### config.mk
export PLATFORM = sky130hd
export DESIGN_NAME = iepu_top
export DESIGN_NICKNAME = d
export VERILOG_FILES = /design/src/verilog/iepu_pkg.sv /design/src/verilog/iepu_top.sv /design/src/verilog/iepu_sync.sv /design/src/verilog/iepu_ret_stack.sv
export VERILOG_INCLUDE_DIRS = /design/src /design/src/verilog
export SDC_FILE = /design/constraint.sdc
export NUM_CORES = 1
export LEC_CHECK = 0
export ABC_AREA = 0
export BUFFER_PORTS_ARGS = -buffer_cell sky130_fd_sc_hd__buf_4
export CAP_MARGIN = 20
export CORE_MARGIN = 3
export CORE_UTILIZATION = 62
export DETAILED_ROUTE_END_ITERATION = 8
export GPL_TIMING_DRIVEN = 0
export PLACE_DENSITY = 0.8
export SETUP_SLACK_MARGIN = 0.05
export SLEW_MARGIN = 20
export SYNTH_ARGS = -nofsm -noshare
export SYNTH_HDL_FRONTEND = slang
export SYNTH_SLANG_ARGS = --single-unit
export TNS_END_PERCENT = 20
### constraint.sdc
create_clock -name pclk -period 6.1 [get_ports pclk]
set_input_delay 1.22 -clock pclk [delete_from_list [all_inputs] [get_ports pclk]]
set_output_delay 1.22 -clock pclk [all_outputs]
set_load 0.1 [all_outputs]
### src/verilog/iepu_cfg.svh
/*
 * Offsets, field positions, reset values and sizes of the interrupt
 * enable and priority unit. Definitions only; included by bare name.
 */
`ifndef IEPU_CFG_SVH
`define IEPU_CFG_SVH

// Register byte addresses on the APB side
`define IEPU_OFF_MAIN_CTL    12'h000
`define IEPU_OFF_SECOND_CTL  12'h004
`define IEPU_OFF_THIRD_CTL   12'h008
`define IEPU_OFF_PERIPH_EN1  12'h00C
`define IEPU_OFF_PERIPH_EN2  12'h010
`define IEPU_OFF_PERIPH_PR1  12'h014
`define IEPU_OFF_PERIPH_PR2  12'h018
`define IEPU_OFF_PRIO_MODE   12'h01C
`define IEPU_OFF_TMR0_CTL    12'h020
`define IEPU_OFF_TMR0_COUNT  12'h024
`define IEPU_OFF_PORT_B      12'h028
`define IEPU_OFF_STATUS      12'h02C

// Main control fields
`define IEPU_MAIN_GIE        7
`define IEPU_MAIN_PERIPHERAL_IRQ_ENABLE       6
`define IEPU_MAIN_T0_EN      5
`define IEPU_MAIN_X0_EN      4
`define IEPU_MAIN_RB_EN      3
`define IEPU_MAIN_T0_FLAG    2
`define IEPU_MAIN_X0_FLAG    1
`define IEPU_MAIN_RB_FLAG    0

// Second control fields
`define IEPU_SEC_EDGE_LSB    4
`define IEPU_SEC_T0_PRIO     2
`define IEPU_SEC_RB_PRIO     0

// Third control fields
`define IEPU_THR_X2_PRIO     7
`define IEPU_THR_X1_PRIO     6
`define IEPU_THR_X2_EN       4
`define IEPU_THR_X1_EN       3
`define IEPU_THR_X2_FLAG     1
`define IEPU_THR_X1_FLAG     0

`define IEPU_PRIO_MODE_BIT   7
`define IEPU_T0_MODE16_BIT   0
`define IEPU_T0_RUN_BIT      1

// Reset values
`define IEPU_RST_EN2         4'h0
`define IEPU_RST_PR1         7'h7F
`define IEPU_RST_PR2         4'hF
`define IEPU_RST_EDGE        3'h7

// Timer0 rollover points
`define IEPU_T0_LOW_MAX      8'hFF
`define IEPU_T0_FULL_MAX     16'hFFFF

// Hardware return stack
`define IEPU_STACK_DEPTH     31
`define IEPU_PC_W            21

`endif

### src/verilog/iepu_pkg.sv
/*
 * Types shared by the interrupt enable and priority unit.
 * Assumes iepu_cfg.svh is on the include path.
 */
`include "iepu_cfg.svh"

package iepu_pkg;

    // Fast return stack contents
    typedef struct packed {
        logic [7:0] working;
        logic [7:0] status;
        logic [7:0] bank;
    } iepu_ctx_s;

    typedef enum logic {
        IEPU_T0_8BIT  = 1'b0,
        IEPU_T0_16BIT = 1'b1
    } iepu_t0_mode_e;

    typedef logic [`IEPU_PC_W-1:0] iepu_pc_t;

endpackage : iepu_pkg

### src/verilog/iepu_top.sv
/*
 * Interrupt enable, priority and context-save unit: APB registers, pin
 * edge capture, timer0 rollover, port change, requests to the core.
 * Assumes core and peripheral signals run on pclk; pins are asynchronous.
 */
// Overview of operation
// - Enable two: bits 7-4 zero, 3-0 clear
// - Priority one bits 6-0 writable, reset high
// - Priority two: bits 7-4 zero, reset high
// - External pins edge triggered, edge selectable
// - Valid edge sets flag; enable gates request
// - Enabled external edge wakes sleeping core
// - Vector after wake only with global enable
// - External one and two priority bits
// - External zero always high priority
// - Timer0 8-bit rollover sets flag
// - Timer0 16-bit rollover sets flag
// - Timer0 enable and priority bits
// - Port B 7:4 change sets flag
// - Port change enable and priority bits
// - Interrupt entry pushes return address
// - Interrupt entry saves working, status, bank
// - Flags set regardless of enables
// - Compatibility mode needs peripheral enable
// - Priority bits act only in priority mode
`timescale 1ns/1ns

module iepu_top
    import iepu_pkg::*;
(
    input  wire logic        pclk,
    input  wire logic        presetn,
    input  wire logic        psel,
    input  wire logic        penable,
    input  wire logic        pwrite,
    input  wire logic [11:0] paddr,
    input  wire logic [31:0] pwdata,
    output logic      [31:0] prdata,
    output logic             pready,
    output logic             pslverr,
    input  wire logic        ext_irq_zero,
    input  wire logic        ext_irq_one,
    input  wire logic        ext_irq_two,
    input  wire logic [7:4]  port_b_pins,
    input  wire logic [6:0]  periph_flags_one,
    input  wire logic [3:0]  periph_flags_two,
    input  wire logic        core_sleep,
    input  wire logic        core_irq_ack,
    input  wire logic        core_ret_pop,
    input  wire iepu_pc_t    core_return_pc,
    input  wire iepu_ctx_s   core_ctx,
    output logic             irq_high_q,
    output logic             irq_low_q,
    output logic             wake_q,
    output iepu_ctx_s        fast_ctx_q,
    output iepu_pc_t         stack_top_q,
    output logic [4:0]       stack_depth_q
);

    logic [7:0]  main_ctl_q;
    logic [6:4]  edge_sel_q;
    logic        t0_prio_q;
    logic        rb_prio_q;
    logic [1:0]  ext_prio_q;
    logic [1:0]  ext_en_q;
    logic [1:0]  ext_flag_q;
    logic [6:0]  periph_en1_q;
    logic [3:0]  periph_en2_q;
    logic [6:0]  periph_pr1_q;
    logic [3:0]  periph_pr2_q;
    logic        prio_mode_q;
    logic        t0_run_q;
    iepu_t0_mode_e t0_mode_q;
    logic [15:0] t0_count_q;
    logic [7:4]  rb_latch_q;
    logic [2:0]  ext_prev_q;
    logic [31:0] rd_d;
    logic        hit_d;

    logic [2:0]  ext_lvl;
    logic [7:4]  rb_lvl;
    logic        setup;
    logic        acc;
    logic        wr;
    logic [2:0]  ext_hit;
    logic        t0_roll;
    logic        t0_hold;
    logic        rb_mismatch;
    logic [15:0] src_flag;
    logic [15:0] src_en;
    logic [15:0] src_prio;
    logic [15:0] src_periph;
    logic [15:0] pending;
    logic        want_high;
    logic        want_low;

    iepu_sync #(.W(7)) u_sync (
        .pclk    (pclk),
        .presetn (presetn),
        .pin_in  ({port_b_pins, ext_irq_two, ext_irq_one, ext_irq_zero}),
        .level_q ({rb_lvl, ext_lvl})
    );

    assign setup = psel && !penable;
    assign acc   = psel && penable;
    assign wr    = acc && pwrite;

    for (genvar i = 0; i < 3; i++) begin : g_edge
        assign ext_hit[i] = edge_sel_q[4+i] ? (ext_lvl[i] && !ext_prev_q[i])
                                            : (!ext_lvl[i] && ext_prev_q[i]);
    end

    always_ff @(posedge pclk or negedge presetn) begin
        if (!presetn) begin
            ext_prev_q <= 3'h0;
        end else begin
            ext_prev_q <= ext_lvl;
        end
    end

    // Rollover per mode
    // Counter writes pre-empt the increment, so no rollover then
    assign t0_hold = wr && (paddr == `IEPU_OFF_TMR0_CTL || paddr == `IEPU_OFF_TMR0_COUNT);
    assign t0_roll = t0_run_q && !t0_hold && ((t0_mode_q == IEPU_T0_8BIT)
                     ? (t0_count_q[7:0] == `IEPU_T0_LOW_MAX)
                     : (t0_count_q == `IEPU_T0_FULL_MAX));

    assign rb_mismatch = (rb_lvl != rb_latch_q);

    // Flags set regardless of enables; set beats a clearing write
    always_ff @(posedge pclk or negedge presetn) begin
        if (!presetn) begin
            main_ctl_q <= 8'h00;
        end else begin
            if (wr && paddr == `IEPU_OFF_MAIN_CTL) begin
                main_ctl_q <= pwdata[7:0];
            end
            if (ext_hit[0]) begin
                main_ctl_q[`IEPU_MAIN_X0_FLAG] <= 1'b1;
            end
            if (t0_roll) begin
                main_ctl_q[`IEPU_MAIN_T0_FLAG] <= 1'b1;
            end
            if (rb_mismatch) begin
                main_ctl_q[`IEPU_MAIN_RB_FLAG] <= 1'b1;
            end
        end
    end

    always_ff @(posedge pclk or negedge presetn) begin
        if (!presetn) begin
            edge_sel_q <= `IEPU_RST_EDGE;
            t0_prio_q  <= 1'b1;
            rb_prio_q  <= 1'b1;
            ext_prio_q <= 2'h3;
            ext_en_q   <= 2'h0;
        end else if (wr && paddr == `IEPU_OFF_SECOND_CTL) begin
            edge_sel_q <= pwdata[6:4];
            t0_prio_q  <= pwdata[`IEPU_SEC_T0_PRIO];
            rb_prio_q  <= pwdata[`IEPU_SEC_RB_PRIO];
        end else if (wr && paddr == `IEPU_OFF_THIRD_CTL) begin
            ext_prio_q <= {pwdata[`IEPU_THR_X2_PRIO], pwdata[`IEPU_THR_X1_PRIO]};
            ext_en_q   <= {pwdata[`IEPU_THR_X2_EN], pwdata[`IEPU_THR_X1_EN]};
        end
    end

    always_ff @(posedge pclk or negedge presetn) begin
        if (!presetn) begin
            ext_flag_q <= 2'h0;
        end else begin
            if (wr && paddr == `IEPU_OFF_THIRD_CTL) begin
                ext_flag_q <= {pwdata[`IEPU_THR_X2_FLAG], pwdata[`IEPU_THR_X1_FLAG]};
            end
            if (ext_hit[1]) begin
                ext_flag_q[0] <= 1'b1;
            end
            if (ext_hit[2]) begin
                ext_flag_q[1] <= 1'b1;
            end
        end
    end

    always_ff @(posedge pclk or negedge presetn) begin
        if (!presetn) begin
            periph_en1_q <= 7'h00;
            periph_en2_q <= `IEPU_RST_EN2;
            periph_pr1_q <= `IEPU_RST_PR1;
            periph_pr2_q <= `IEPU_RST_PR2;
            prio_mode_q  <= 1'b0;
        end else if (wr) begin
            unique case (paddr)
                `IEPU_OFF_PERIPH_EN1: periph_en1_q <= pwdata[6:0];
                `IEPU_OFF_PERIPH_EN2: periph_en2_q <= pwdata[3:0];
                `IEPU_OFF_PERIPH_PR1: periph_pr1_q <= pwdata[6:0];
                `IEPU_OFF_PERIPH_PR2: periph_pr2_q <= pwdata[3:0];
                `IEPU_OFF_PRIO_MODE:  prio_mode_q  <= pwdata[`IEPU_PRIO_MODE_BIT];
                default: ;
            endcase
        end
    end

    // Timer0 counter, wraps in the selected width
    always_ff @(posedge pclk or negedge presetn) begin
        if (!presetn) begin
            t0_run_q   <= 1'b0;
            t0_mode_q  <= IEPU_T0_8BIT;
            t0_count_q <= 16'h0000;
        end else if (wr && paddr == `IEPU_OFF_TMR0_CTL) begin
            t0_run_q  <= pwdata[`IEPU_T0_RUN_BIT];
            t0_mode_q <= iepu_t0_mode_e'(pwdata[`IEPU_T0_MODE16_BIT]);
        end else if (wr && paddr == `IEPU_OFF_TMR0_COUNT) begin
            t0_count_q <= pwdata[15:0];
        end else if (t0_run_q) begin
            if (t0_mode_q == IEPU_T0_8BIT) begin
                t0_count_q[7:0] <= t0_count_q[7:0] + 8'h01;
            end else begin
                t0_count_q <= t0_count_q + 16'h0001;
            end
        end
    end

    // Any port access ends the mismatch
    always_ff @(posedge pclk or negedge presetn) begin
        if (!presetn) begin
            rb_latch_q <= 4'h0;
        end else if (acc && paddr == `IEPU_OFF_PORT_B) begin
            rb_latch_q <= rb_lvl;
        end
    end

    // Source vectors; external zero fixed high
    assign src_flag = {periph_flags_two, periph_flags_one,
                       main_ctl_q[`IEPU_MAIN_RB_FLAG], main_ctl_q[`IEPU_MAIN_T0_FLAG],
                       ext_flag_q, main_ctl_q[`IEPU_MAIN_X0_FLAG]};
    assign src_en   = {periph_en2_q, periph_en1_q,
                       main_ctl_q[`IEPU_MAIN_RB_EN], main_ctl_q[`IEPU_MAIN_T0_EN],
                       ext_en_q, main_ctl_q[`IEPU_MAIN_X0_EN]};
    assign src_prio = {periph_pr2_q, periph_pr1_q, rb_prio_q, t0_prio_q,
                       ext_prio_q, 1'b1};
    assign src_periph = 16'hFFE0;
    assign pending    = src_flag & src_en;

    always_comb begin
        if (prio_mode_q) begin
            want_high = |(pending & src_prio);
            want_low  = main_ctl_q[`IEPU_MAIN_PERIPHERAL_IRQ_ENABLE] && |(pending & ~src_prio);
        end else begin
            want_high = |(pending & ~src_periph)
                        || (main_ctl_q[`IEPU_MAIN_PERIPHERAL_IRQ_ENABLE] && |(pending & src_periph));
            want_low  = 1'b0;
        end
    end

    // Wake always; vector only with global enable
    always_ff @(posedge pclk or negedge presetn) begin
        if (!presetn) begin
            irq_high_q <= 1'b0;
            irq_low_q  <= 1'b0;
            wake_q     <= 1'b0;
        end else begin
            irq_high_q <= main_ctl_q[`IEPU_MAIN_GIE] && want_high;
            irq_low_q  <= main_ctl_q[`IEPU_MAIN_GIE] && want_low;
            wake_q     <= core_sleep && |pending;
        end
    end

    always_ff @(posedge pclk or negedge presetn) begin
        if (!presetn) begin
            fast_ctx_q <= '0;
        end else if (core_irq_ack) begin
            fast_ctx_q <= core_ctx;
        end
    end

    iepu_ret_stack u_stack (
        .pclk    (pclk),
        .presetn (presetn),
        .push    (core_irq_ack),
        .pop     (core_ret_pop && !core_irq_ack),
        .push_pc (core_return_pc),
        .top_q   (stack_top_q),
        .depth_q (stack_depth_q)
    );

    // Read mux, unused upper bits zero
    always_comb begin
        rd_d  = 32'h0000_0000;
        hit_d = 1'b1;
        unique case (paddr)
            `IEPU_OFF_MAIN_CTL:   rd_d[7:0] = main_ctl_q;
            `IEPU_OFF_SECOND_CTL: rd_d[7:0] = {1'b0, edge_sel_q, 1'b0, t0_prio_q,
                                               1'b0, rb_prio_q};
            `IEPU_OFF_THIRD_CTL:  rd_d[7:0] = {ext_prio_q[1], ext_prio_q[0], 1'b0,
                                               ext_en_q, 1'b0, ext_flag_q};
            `IEPU_OFF_PERIPH_EN1: rd_d[6:0] = periph_en1_q;
            `IEPU_OFF_PERIPH_EN2: rd_d[3:0] = periph_en2_q;
            `IEPU_OFF_PERIPH_PR1: rd_d[6:0] = periph_pr1_q;
            `IEPU_OFF_PERIPH_PR2: rd_d[3:0] = periph_pr2_q;
            `IEPU_OFF_PRIO_MODE:  rd_d[`IEPU_PRIO_MODE_BIT] = prio_mode_q;
            `IEPU_OFF_TMR0_CTL:   rd_d[1:0] = {t0_run_q, t0_mode_q};
            `IEPU_OFF_TMR0_COUNT: rd_d[15:0] = t0_count_q;
            `IEPU_OFF_PORT_B:     rd_d[7:0] = {rb_lvl, 1'b0, ext_lvl};
            `IEPU_OFF_STATUS:     rd_d[4:0] = {core_sleep, wake_q, irq_low_q,
                                               irq_high_q, rb_mismatch};
            default:              hit_d = 1'b0;
        endcase
    end

    // Read data and error captured in setup, shown in access
    always_ff @(posedge pclk or negedge presetn) begin
        if (!presetn) begin
            prdata  <= 32'h0000_0000;
            pslverr <= 1'b0;
            pready  <= 1'b0;
        end else begin
            pready <= 1'b1;
            if (setup) begin
                prdata  <= pwrite ? 32'h0000_0000 : rd_d;
                pslverr <= !hit_d;
            end
        end
    end
endmodule : iepu_top

### src/verilog/iepu_sync.sv
/*
 * Two flip-flop synchroniser bank for asynchronous pin levels.
 * Assumes pins are levels with no timing relation to clk.
 */
`timescale 1ns/1ns

module iepu_sync #(
    parameter int W = 1
) (
    input  wire logic         pclk,
    input  wire logic         presetn,
    input  wire logic [W-1:0] pin_in,
    output logic      [W-1:0] level_q
);

    logic [W-1:0] meta_q;

    for (genvar i = 0; i < W; i++) begin : g_bit
        always_ff @(posedge pclk or negedge presetn) begin
            if (!presetn) begin
                meta_q[i]  <= 1'b0;
                level_q[i] <= 1'b0;
            end else begin
                meta_q[i]  <= pin_in[i];
                level_q[i] <= meta_q[i];
            end
        end
    end

endmodule : iepu_sync

### src/verilog/iepu_ret_stack.sv
/*
 * Hardware return stack for program counter values.
 * Assumes push and pop are never high together; pushes when full are dropped.
 */
`timescale 1ns/1ns

module iepu_ret_stack
    import iepu_pkg::*;
(
    input  wire logic     pclk,
    input  wire logic     presetn,
    input  wire logic     push,
    input  wire logic     pop,
    input  wire iepu_pc_t push_pc,
    output iepu_pc_t      top_q,
    output logic [4:0]    depth_q
);

    iepu_pc_t mem [`IEPU_STACK_DEPTH];
    logic [4:0] ptr_dec;
    logic [4:0] ptr_dec2;
    logic       full;

    assign ptr_dec  = depth_q - 5'h01;
    assign ptr_dec2 = depth_q - 5'h02;
    assign full     = (depth_q == 5'(`IEPU_STACK_DEPTH));

    always_ff @(posedge pclk) begin
        if (push && !full) begin
            mem[depth_q] <= push_pc;
        end
    end

    always_ff @(posedge pclk or negedge presetn) begin
        if (!presetn) begin
            depth_q <= 5'h00;
            top_q   <= '0;
        end else if (push && !full) begin
            depth_q <= depth_q + 5'h01;
            top_q   <= push_pc;
        end else if (pop && depth_q != 5'h00) begin
            depth_q <= ptr_dec;
            // Top becomes the entry below the popped one
            top_q   <= (depth_q == 5'h01) ? '0 : mem[ptr_dec2];
        end
    end

endmodule : iepu_ret_stack

# ---- Word-level counts from Yosys, hierarchy flattened
# Memories as Yosys holds them, arrays and structs flattened.
# Cells that the tools add are included.
dict set report totals {
  regBits 168
  input_bits 115
  memories 1
  mem_bits_rw 651
}
dict set report op_classes {
  reduce_logical 63
  bitwise 6
  eq_ne 16
  mux 32
  n_addsub 5
}
# name words word_bits rd rd_clocked_by_memory_dff wr line_no
set mem_list {}
lappend mem_list {u_stack.mem 31 21 1 0 1 iepu_ret_stack.sv:19} ;# iepu_pc_t mem [`IEPU_STACK_DEPTH];
# op n
set ops {}
lappend ops {{two-way mux 21 bit} 3}
lappend ops {{AND 16 bit} 3}
lappend ops {{equality test 12 x 5 -> 1 bit (second input constant)} 4}
lappend ops {{equality test 12 x 6 -> 1 bit (second input constant)} 4}
lappend ops {{two-way mux 16 bit} 3}
lappend ops {{OR reduction 16 bit} 3}
lappend ops {{logical AND 1 bit} 26}
lappend ops {{equality test 12 x 4 -> 1 bit (second input constant)} 2}
lappend ops {{two-way mux 8 bit} 3}
lappend ops {{one-hot mux 2 bit (11 select lines)} 1}
lappend ops {{one-hot mux 2 bit (10 select lines)} 1}
lappend ops {{adder 16 x 1 -> 16 bit (second input constant)} 1}
lappend ops {{equality test 16 bit (second input constant)} 1}
lappend ops {{inverter 16 bit} 1}
lappend ops {{nonzero test 2 bit} 8}
lappend ops {{two-way mux 1 bit} 14}
lappend ops {{one-hot mux 2 bit (7 select lines)} 1}
lappend ops {{AND reduction 2 bit} 7}
lappend ops {{equality test 12 x 3 -> 1 bit (second input constant)} 1}
lappend ops {{logical NOT 12 bit} 1}
lappend ops {{OR reduction 12 bit} 1}
lappend ops {{logical NOT 1 bit} 11}
lappend ops {{OR reduction 11 bit} 1}
lappend ops {{two-way mux 5 bit} 2}
lappend ops {{17 further kinds} 19}

# ---- Longest topological paths before layout
# Gate-level depths: netlist (run 1).
dict set report logic_depth {
  word_depth 7
  ltp_mapped 14
  ltp_nobuf 8
}

# ---- By module
# Synthesis (run 1) repeated with hierarchy kept, for this count alone.
dict set report unflattened {
  cells_unflattened 1902
  hier_area_um2 32623.8
}
# module instances area_per_inst_um2 cells_per_inst
set by_module_without_submodules {}
lappend by_module_without_submodules {iepu_ret_stack 1 26432.9 1352}
lappend by_module_without_submodules {iepu_top 1 5840.6 536}
lappend by_module_without_submodules {iepu_sync 1 350.3 14}

# ---- Worst setup path before layout (run 1)
# OpenSTA, ideal clock, no wires.
dict set report synth_path {
  kind {register to register}
  startpoint {register u_stack.depth_q[1]}
  endpoint {register u_stack.top_q[0]}
  arrival_ns 4.039
  stages_incl_launch_ff 14
  slack_ns 1.913
  setup_time_ns 0.148
  required_ns 5.952
  period_less_slack_ns 4.187
  cell_sequence {dfrtp_1 clkbuf_1 clkbuf_1 buf_2 inv_1 buf_2 clkbuf_1 ha_1 xor2_1 buf_2 mux2i_1 nor3_1 a2111oi_0 o211ai_1}
}
dict set report synth_via {
  elab_chain_len 5
  word_cells_on_any_way 12
  cone_classes {add/sub (1); eq/ne (2); mux (3); reduce/logical (5); memory (1)}
}
# item line_no
set synth_lines {}
lappend synth_lines {{from (decl)} iepu_ret_stack.sv:16} ;# output logic [4:0] depth_q
lappend synth_lines {{from (signal assigned)} iepu_ret_stack.sv:39} ;# depth_q <= depth_q + 5'h01;
lappend synth_lines {{from (signal assigned)} iepu_ret_stack.sv:42} ;# depth_q <= ptr_dec;
lappend synth_lines {{subtractor 5 x 2 -> 5 bit} iepu_ret_stack.sv:25} ;# assign ptr_dec2 = depth_q - 5'h02;
lappend synth_lines {{memory (31 x 21 bit)} -}
lappend synth_lines {{two-way mux 21 bit} iepu_ret_stack.sv:44} ;# top_q <= (depth_q == 5'h01) ? '0 : mem[ptr_dec2];
lappend synth_lines {{two-way mux 21 bit} iepu_ret_stack.sv:41} ;# end else if (pop && depth_q != 5'h00) begin
lappend synth_lines {{two-way mux 21 bit} iepu_ret_stack.sv:38} ;# end else if (push && !full) begin
lappend synth_lines {{to (signal assigned)} iepu_ret_stack.sv:40} ;# top_q <= push_pc;
lappend synth_lines {{to (signal assigned)} iepu_ret_stack.sv:44}
lappend synth_lines {{to (decl)} iepu_ret_stack.sv:15} ;# output iepu_pc_t top_q,
# Parallel ways exist; a longest one is shown, timed or not. The select of a mux whose other input is x is not followed.
# A chain may end at the register's enable or synchronous reset.

# ---- Worst setup path after layout (run 1)
dict set report layout_path {
  startpoint {register u_stack.depth_q[1]}
  endpoint {register u_stack.top_q[1]}
}
# Same word-level chain as after synthesis.

==> results.yml, run 1 <==
critical_path:
  timing.critical_path.mode_cell: "buf_2"
  required_ps: 6580
  critical_path.top_delay_family: "buffers and inverters"
  r2r_start: "u_stack.depth_q[1]"
  cp_max_fo: 14
  cp_num_buf_inv: 7
  arrival_ps: 6320
  cpPeakStageDelay_ps: 750
  slowest_stage: "a2111oi_0"
  reg2regPathDepth: 13
  reg2reg_slack_ps: 260
  worstSetupPathType: "flip-flop to flip-flop"
  endpoint_kind: "flip-flop"
  worstSetupStartpointType: "flip-flop"
  r2r_end: "u_stack.top_q[1]"
  worstPathCellList: "clkbuf_1, clkbuf_2, buf_2, inv_1, buf_2, clkbuf_1, ha_1, xor2_2, buf_2, mux2i_1, nor3_1, a2111oi_0, o211ai_1"
status:
  outcome: "completed"
floorplanning:
  dieWidth_um: 235.8
  start_util_pct: 63.19
  num_rows: 83
  core-area_um2: 51820
  die_area_um2: 55610
  ios: 202
  dieHeight_um: 235.8
sta:
  worst_slack_ps: 261.0
  tightest_slew_ps: 1097
  clock_skew_ps: 20.54
  slew_viol_final: 0
  rsz0062_at_grt: "false"
  setup_viol: 0
  slew_headroom_pct: 26.16
  hold_ws_ps: 347.5
  period_share_pct: 95.72
  finalSetupTns_ps: 0
  max_freq_mhz: 171.3
  hold_violations: 0
  finalCriticalPeriod_ps: 5839
final_layout:
  syn_to_final_growth_pct: 17.00
  antennaDiodeCount: 0
  multi_input_area_um2: 8971
  seq_area_um2: 23370
  nNetsFinal: 2377
  drive_gt1_share_pct: 26.94
  fillCellCount: 2945
logic_synthesis:
  postSynthAreaPerCell_um2: 16.62
  yosys_register_bits: 803
  yosysMostFrequentCell: "edfxtp_1"
  async_flop_share_pct: 18.93
  ys_types: 73
  ys_seq_area_share_pct: 71.38
  synth_cells: 1970
  yosys_warnings: 0
  synth_commonest_cells: "edfxtp_1 (651), nand2_1 (180), dfrtp_1 (134), mux4_2 (119), mux2i_1 (106)"
  syn_area_um2: 32750
  yosysTopAreaCell: "edfxtp_1"
  ys.flop_type: "edfxtp_1"
  synth_edf_count: 651
  synth_top_area_share_pct: 59.70
  synth_area_leaders: "edfxtp_1 (60%), dfrtp_1 (10%), mux4_2 (8.2%), mux2i_1 (3.2%), mux2_2 (2.3%)"
place:
  io_buffers: 166
  dp_slack_ps: 120.9
  hpwl_mm: 55.82
  gp_congestion: 0.9929
detailed_routing:
  drc: 0
  vias: 20024
  wirelength_mm: 86.31
  ant_nets: 0
  vias_per_cell: 6.675
  wl_per_cell_um: 28.77
  drt_first_pass_iters: 6
  drt_iter0_drc: 2805
clock_tree:
  cts_buffer_depth: 3
  cts_root_buf: "clkbuf_16"
  clk_pin_slew_ps: 60
  post_cts_buffers: 0
  clock-sinks: 803
  h-tree-depth: 3
  clock_latency_ps: 650
  cts_tree: "built"
  cts_buffers: 80
power_and_ir_drop:
  internal_power_mw: 11.24
  p_comb_share_pct: 35.2
  seq_power_share_pct: 36.5
  p_sw_mw: 6.591
  p_per_area_nw_per_um2: 465.2
  switching_share_pct: 36.97
  power.share.clock_pct: 28.2
  static-leakage-power_nw: 13.56
  vdd_drop_max_v: 0.0005267
global_route:
  grt_pass1_wl_mm: 129.1
  grt_max_degree: 103
  globalRouteOverflowTotal: 0
  antenna_found_initial: 0
  first_global_vias: 20260
  grt.total_usage_pct: 31.25
worst_hold_path:
  hp-class: "flip-flop to flip-flop"
  min_from: "u_sync.meta_q[6]"
  hold_end: "u_sync.level_q[6]"
  hold_depth: 0
job:
  drv_cap: 0
-- worst max-delay path by stage --
stage	start	end	slack [ps]	depth (start not counted)
after floorplan	u_stack.depth_q[1]	u_stack.top_q[0]	1910	13
after global placement	u_stack.depth_q[1]	u_stack.top_q[1]	180	13
after detailed placement	u_stack.depth_q[1]	u_stack.top_q[19]	120	13
after CTS	u_stack.depth_q[1]	u_stack.top_q[1]	340	13
after global routing	u_stack.depth_q[1]	u_stack.top_q[17]	120	13
final	u_stack.depth_q[1]	u_stack.top_q[1]	260	13
-- final cells by class --
class	instances	area share (%)
sequential	803	61.01
multi-input combinational	1046	23.41
clock buffer	99	5.515
timing repair buffer	185	4.519
tap	680	2.221
buffer	126	1.708
clock inverter	51	1.518
inverter	10	0.09797
-- registers in the layout, summed over array words and instances, names as in the netlist, 2 cells and up --
| name | flops |
|---|---|
| main_ctl_q | 8 |
| prdata | 16 |
| ext_flag_q | 2 |
| periph_en1_q | 7 |
| rb_latch_q | 4 |
| u_stack.top_q | 21 |
| fast_ctx_q | 24 |
| u_stack.mem | 651 |
| periph_pr2_q | 4 |
| t0_count_q | 16 |
| ext_prio_q | 2 |
| ext_en_q | 2 |
| u_sync.level_q | 7 |
| u_stack.depth_q | 5 |
| ext_prev_q | 3 |
| edge_sel_q | 3 |
| periph_en2_q | 4 |
| u_sync.meta_q | 7 |
| periph_pr1_q | 7 |
-- timing repair --
item                                    4_1_cts  5_1_grt
gates cloned                                  0        0
pin swaps                                     0        0
endpoints found under the setup margin        1        3
resized for setup                             1        4
hold buffers                                  0        0
-- cells in the final DEF (no fill, tap or decap), types with 6 or more instances in the layout --
master     netlist  routed
edfxtp_1       651     651
buf_4           22     187
nand2_1        180     180
dfrtp_1        134     134
mux4_2         119     119
mux2i_1        106     106
clkbuf_16        0      80
clkbuf_1        59      73
mux2_2          66      66
nor2_1          93      62
a21oi_1         57      57
o21ai_0         54      54
nor3_1          50      50
nand3_1         44      44
buf_2           30      30
nor2_4           0      29
o22ai_1         22      22
o211ai_1        22      22
o2111ai_1       19      19
clkinv_2         0      18
dfstp_2         18      18
a22o_1          17      17
conb_1           2      17
buf_16           1      16
xor2_1          14      13
xnor2_1         11      11
inv_1           10      10
a22oi_1         10      10
a2111oi_0       12      10
ha_1            10      10
clkinv_1         0      10
bufinv_16        0       9
nand4_1          8       8
nor4_1           8       8
buf_1            8       8
a32o_1           8       8
a21o_1           7       7
nand3b_1         7       7
or3_1            6       6
nand2b_1         6       6
-- per-stage QoR --
stage / instance area (um2) / power, mW / util [%] / cells
2_1_floorplan: 32800 / 10.58 / - / 1985
3_3_place_gp: 34900 / 12.42 / 67.35 / 2831
3_5_place_dp: 35610 / 12.69 / 68.72 / 2850
4_1_cts: 38310 / 17.74 / 73.93 / 3000
5_1_grt: 38320 / 18.35 / 73.94 / 3000
6_report: 38320 / 17.83 / 73.94 / 3000
-- power groups by stage --
stage,combinational [mW],sequential (mW),clock (mW)
after floorplan,3.30,7.28,0
after global placement,5.82,6.60,0
after detailed placement,6.08,6.60,0
after CTS,6.17,6.50,5.07
after global routing,6.53,6.53,5.28
final,6.28,6.51,5.03
-- cells by family after synthesis --
group	count (synthesis)	share of synthesized area, %
compound gates	259	5.376
fa+ha+maj	10	0.3821
simple gates	444	6.369
other cells	2	0.02293
xor+xnor	25	0.6686
buf+inv	136	2.109
mux	291	13.69
flops	803	71.38
-- worst reg2reg max path: cells and delay by family, from the launching register on --
| kind | cells | cell delay, ps |
|---|---|---|
| compound gates | 2 | 920 |
| xor+xnor | 1 | 550 |
| fa+ha+maj | 1 | 390 |
| buf+inv | 7 | 2710 |
| flops | 1 | 480 |
| mux | 1 | 500 |
| simple gates | 1 | 110 |
-- layer usage --
layer,up-vias,routed length [um],track usage [%]
li1,8298,-,-
met1,9978,31200,41.86
met2,1476,41110,49.35
met3,272,10210,8.944
met4,0,3777,12.11
met5,-,0,0
(Power assumes the default switching activity.)
==> run 2, diff against run 1 <==
--- a/config.mk
+++ b/config.mk
@@ -11,5 +11,6 @@
 export CAP_MARGIN = 20
-export CORE_MARGIN = 3
+export CORE_MARGIN = 2
 export CORE_UTILIZATION = 62
 export DETAILED_ROUTE_END_ITERATION = 8
+export GPL_ROUTABILITY_DRIVEN = 0
 export GPL_TIMING_DRIVEN = 0
--- a/constraint.sdc
+++ b/constraint.sdc
@@ -3,2 +3,2 @@
 set_output_delay 1.22 -clock pclk [all_outputs]
-set_load 0.1 [all_outputs]
+set_load 0.005 [all_outputs]
==> results.yml, run 2 (synthesis results as in run 1) <==
final_layout:
  drive_gt1_share_pct: 26.38
  syn_to_final_growth_pct: 16.52
  antennaDiodeCount: 0
  nNetsFinal: 2374
  reg.largest.list: "u_stack.mem x651, fast_ctx_q x24, u_stack.top_q x21"
  final_cell_mix: "edfxtp_1 (651), buf_4 (187), nand2_1 (180)"
  fillCellCount: 3070
  regMostFlops: "u_stack.mem"
  final_common_cell: "edfxtp_1"
  largest_reg_flops: 651
  multi_input_area_um2: 8979
  utilization_pct: 72.90
  seq_area_um2: 23370
critical_path:
  arrival_ps: 6360
  worstSetupPathType: "flip-flop to flip-flop"
  crit_start: "u_stack.depth_q[1]"
  r2r_start: "u_stack.depth_q[1]"
  worstSetupStartpointType: "flip-flop"
  cp_max_fo: 14
  endpoint_kind: "flip-flop"
  required_ps: 6550
power_and_ir_drop:
  seq_power_share_pct: 38.7
  p_per_area_nw_per_um2: 441.1
  switching_share_pct: 33.85
  p_sw_mw: 5.696
  internal_power_mw: 11.13
  static-leakage-power_nw: 13.48
  p_comb_share_pct: 32.4
  vdd_drop_max_v: 0.0003138
  power.share.clock_pct: 28.8
floorplanning:
  dieWidth_um: 233.8
  ios: 202
  start_util_pct: 62.57
  die_area_um2: 54670
  dieHeight_um: 233.8
  num_rows: 84
  core-area_um2: 52340
clock_tree:
  clk_pin_slew_ps: 60
  h-tree-depth: 3
  cts_buffers: 80
  clock_latency_ps: 630
  cts_root_buf: "clkbuf_16"
  cts_buffer_depth: 3
  clock-sinks: 803
  cts_tree: "built"
sta:
  slew_headroom_pct: 35.75
  slew_viol_final: 0
  hold_violations: 0
  tightest_slew_ps: 963.7
  setup_viol: 0
  period_share_pct: 96.89
  clock_skew_ps: 26.64
  max_freq_mhz: 169.2
  finalSetupTns_ps: 0
  rsz0062_at_grt: "false"
  finalCriticalPeriod_ps: 5911
global_route:
  grt_max_degree: 106
  first_global_vias: 20055
  grt_pass1_wl_mm: 124.6
  globalRouteOverflowTotal: 0
  grt.total_usage_pct: 31.31
  antenna_found_initial: 2
detailed_routing:
  wirelength_mm: 84.50
  ant_nets: 0
  vias: 20207
  drc: 0
  drt_iter0_drc: 2955
  vias_per_cell: 6.736
  wl_per_cell_um: 28.17
  drt_first_pass_iters: 9
status:
  outcome: "completed"
worst_hold_path:
  hp-class: "flip-flop to flip-flop"
  min_from: "u_sync.meta_q[4]"
job:
  drv_cap: 0
place:
  hpwl_mm: 53.30
  io_buffers: 166
## run 2: cell types whose count changed in the layout (fill, tap and decap cells not counted), moves of 2 or more
| cell | change |
|---|---|
| bufinv_16 | -4 |
| clkbuf_8 | +5 |
| nor2_4 | +2 |
| clkinv_1 | +8 |
| a2111oi_1 | -2 |
| clkbuf_16 | +3 |
| inv_16 | -4 |
| buf_8 | -3 |
| clkinvlp_4 | -2 |
| a2111oi_0 | +2 |
| clkinv_2 | -8 |
| nor2_2 | -2 |
## run 2: critical path, cell delays in order (launching register included)
cell	delay (ps)
dfrtp_1	520
clkbuf_1	320
clkbuf_1	530
buf_2	420
inv_1	210
buf_2	290
clkbuf_1	420
ha_1	430
xor2_2	590
buf_2	480
mux2i_1	490
nor3_1	90
a2111oi_0	740
o211ai_1	170
## run 2: repair_timing
action	4_1_cts	5_1_grt
setup endpoints to repair	0	8
setup buffers	0	0
gates resized for setup	0	1
hold buffers	0	0
## run 2: power by group through the flow
stage,sequential (mW),combinational (mW),clock (mW)
detailed placement,6.60,5.24,0
floorplan,6.53,3.26,0
finish,6.52,5.46,4.85
global placement,6.60,4.95,0
CTS,6.50,5.35,4.86
global route,6.53,5.69,5.07
## run 2: path summary, 6_finish.rpt
check	cells after the start	end	slack, ps
max in group asynchronous	2	periph_pr1_q[1]	4730
worst min-delay path	0	u_sync.level_q[4]	350
min in group asynchronous	1	fast_ctx_q[10]	490
worst min register to register	0	u_sync.level_q[4]	350
worst max register to register	13	u_stack.top_q[7]	190
worst max-delay path	13	u_stack.top_q[7]	190
## run 2: through the flow
stage	instances	power [mW]	cell area [um2]	hold slack (ps)	setup WS, ps
2_1_floorplan	1985	9.787	32800	331.2	2527
3_3_place_gp	2839	11.55	34910	332.6	390.4
3_5_place_dp	2855	11.84	35580	335.6	256.2
4_1_cts	3000	16.71	38150	349.0	185.4
5_1_grt	3000	17.30	38160	364.7	177.4
6_report	3000	16.83	38160	345.8	189.5
## run 2: per-layer routing
metal  up-vias  GRT usage (%)  routed length (um)
met3       323          7.600                9910
met1     10068          41.87               30670
met5         -              0                  21
met4         4          14.38                4068
met2      1534          49.37               39830
li1       8278              -                   -
## run 2: cell type report
cell class | instances | share of cell area, %
Buffer | 126 | 1.712
Clock buffer | 105 | 5.896
Clock inverter | 40 | 0.8493
Inverter | 10 | 0.09837
Multi-Input combinational cell | 1046 | 23.53
Sequential cell | 803 | 61.26
Tap cell | 688 | 2.256
Timing Repair Buffer | 182 | 4.400
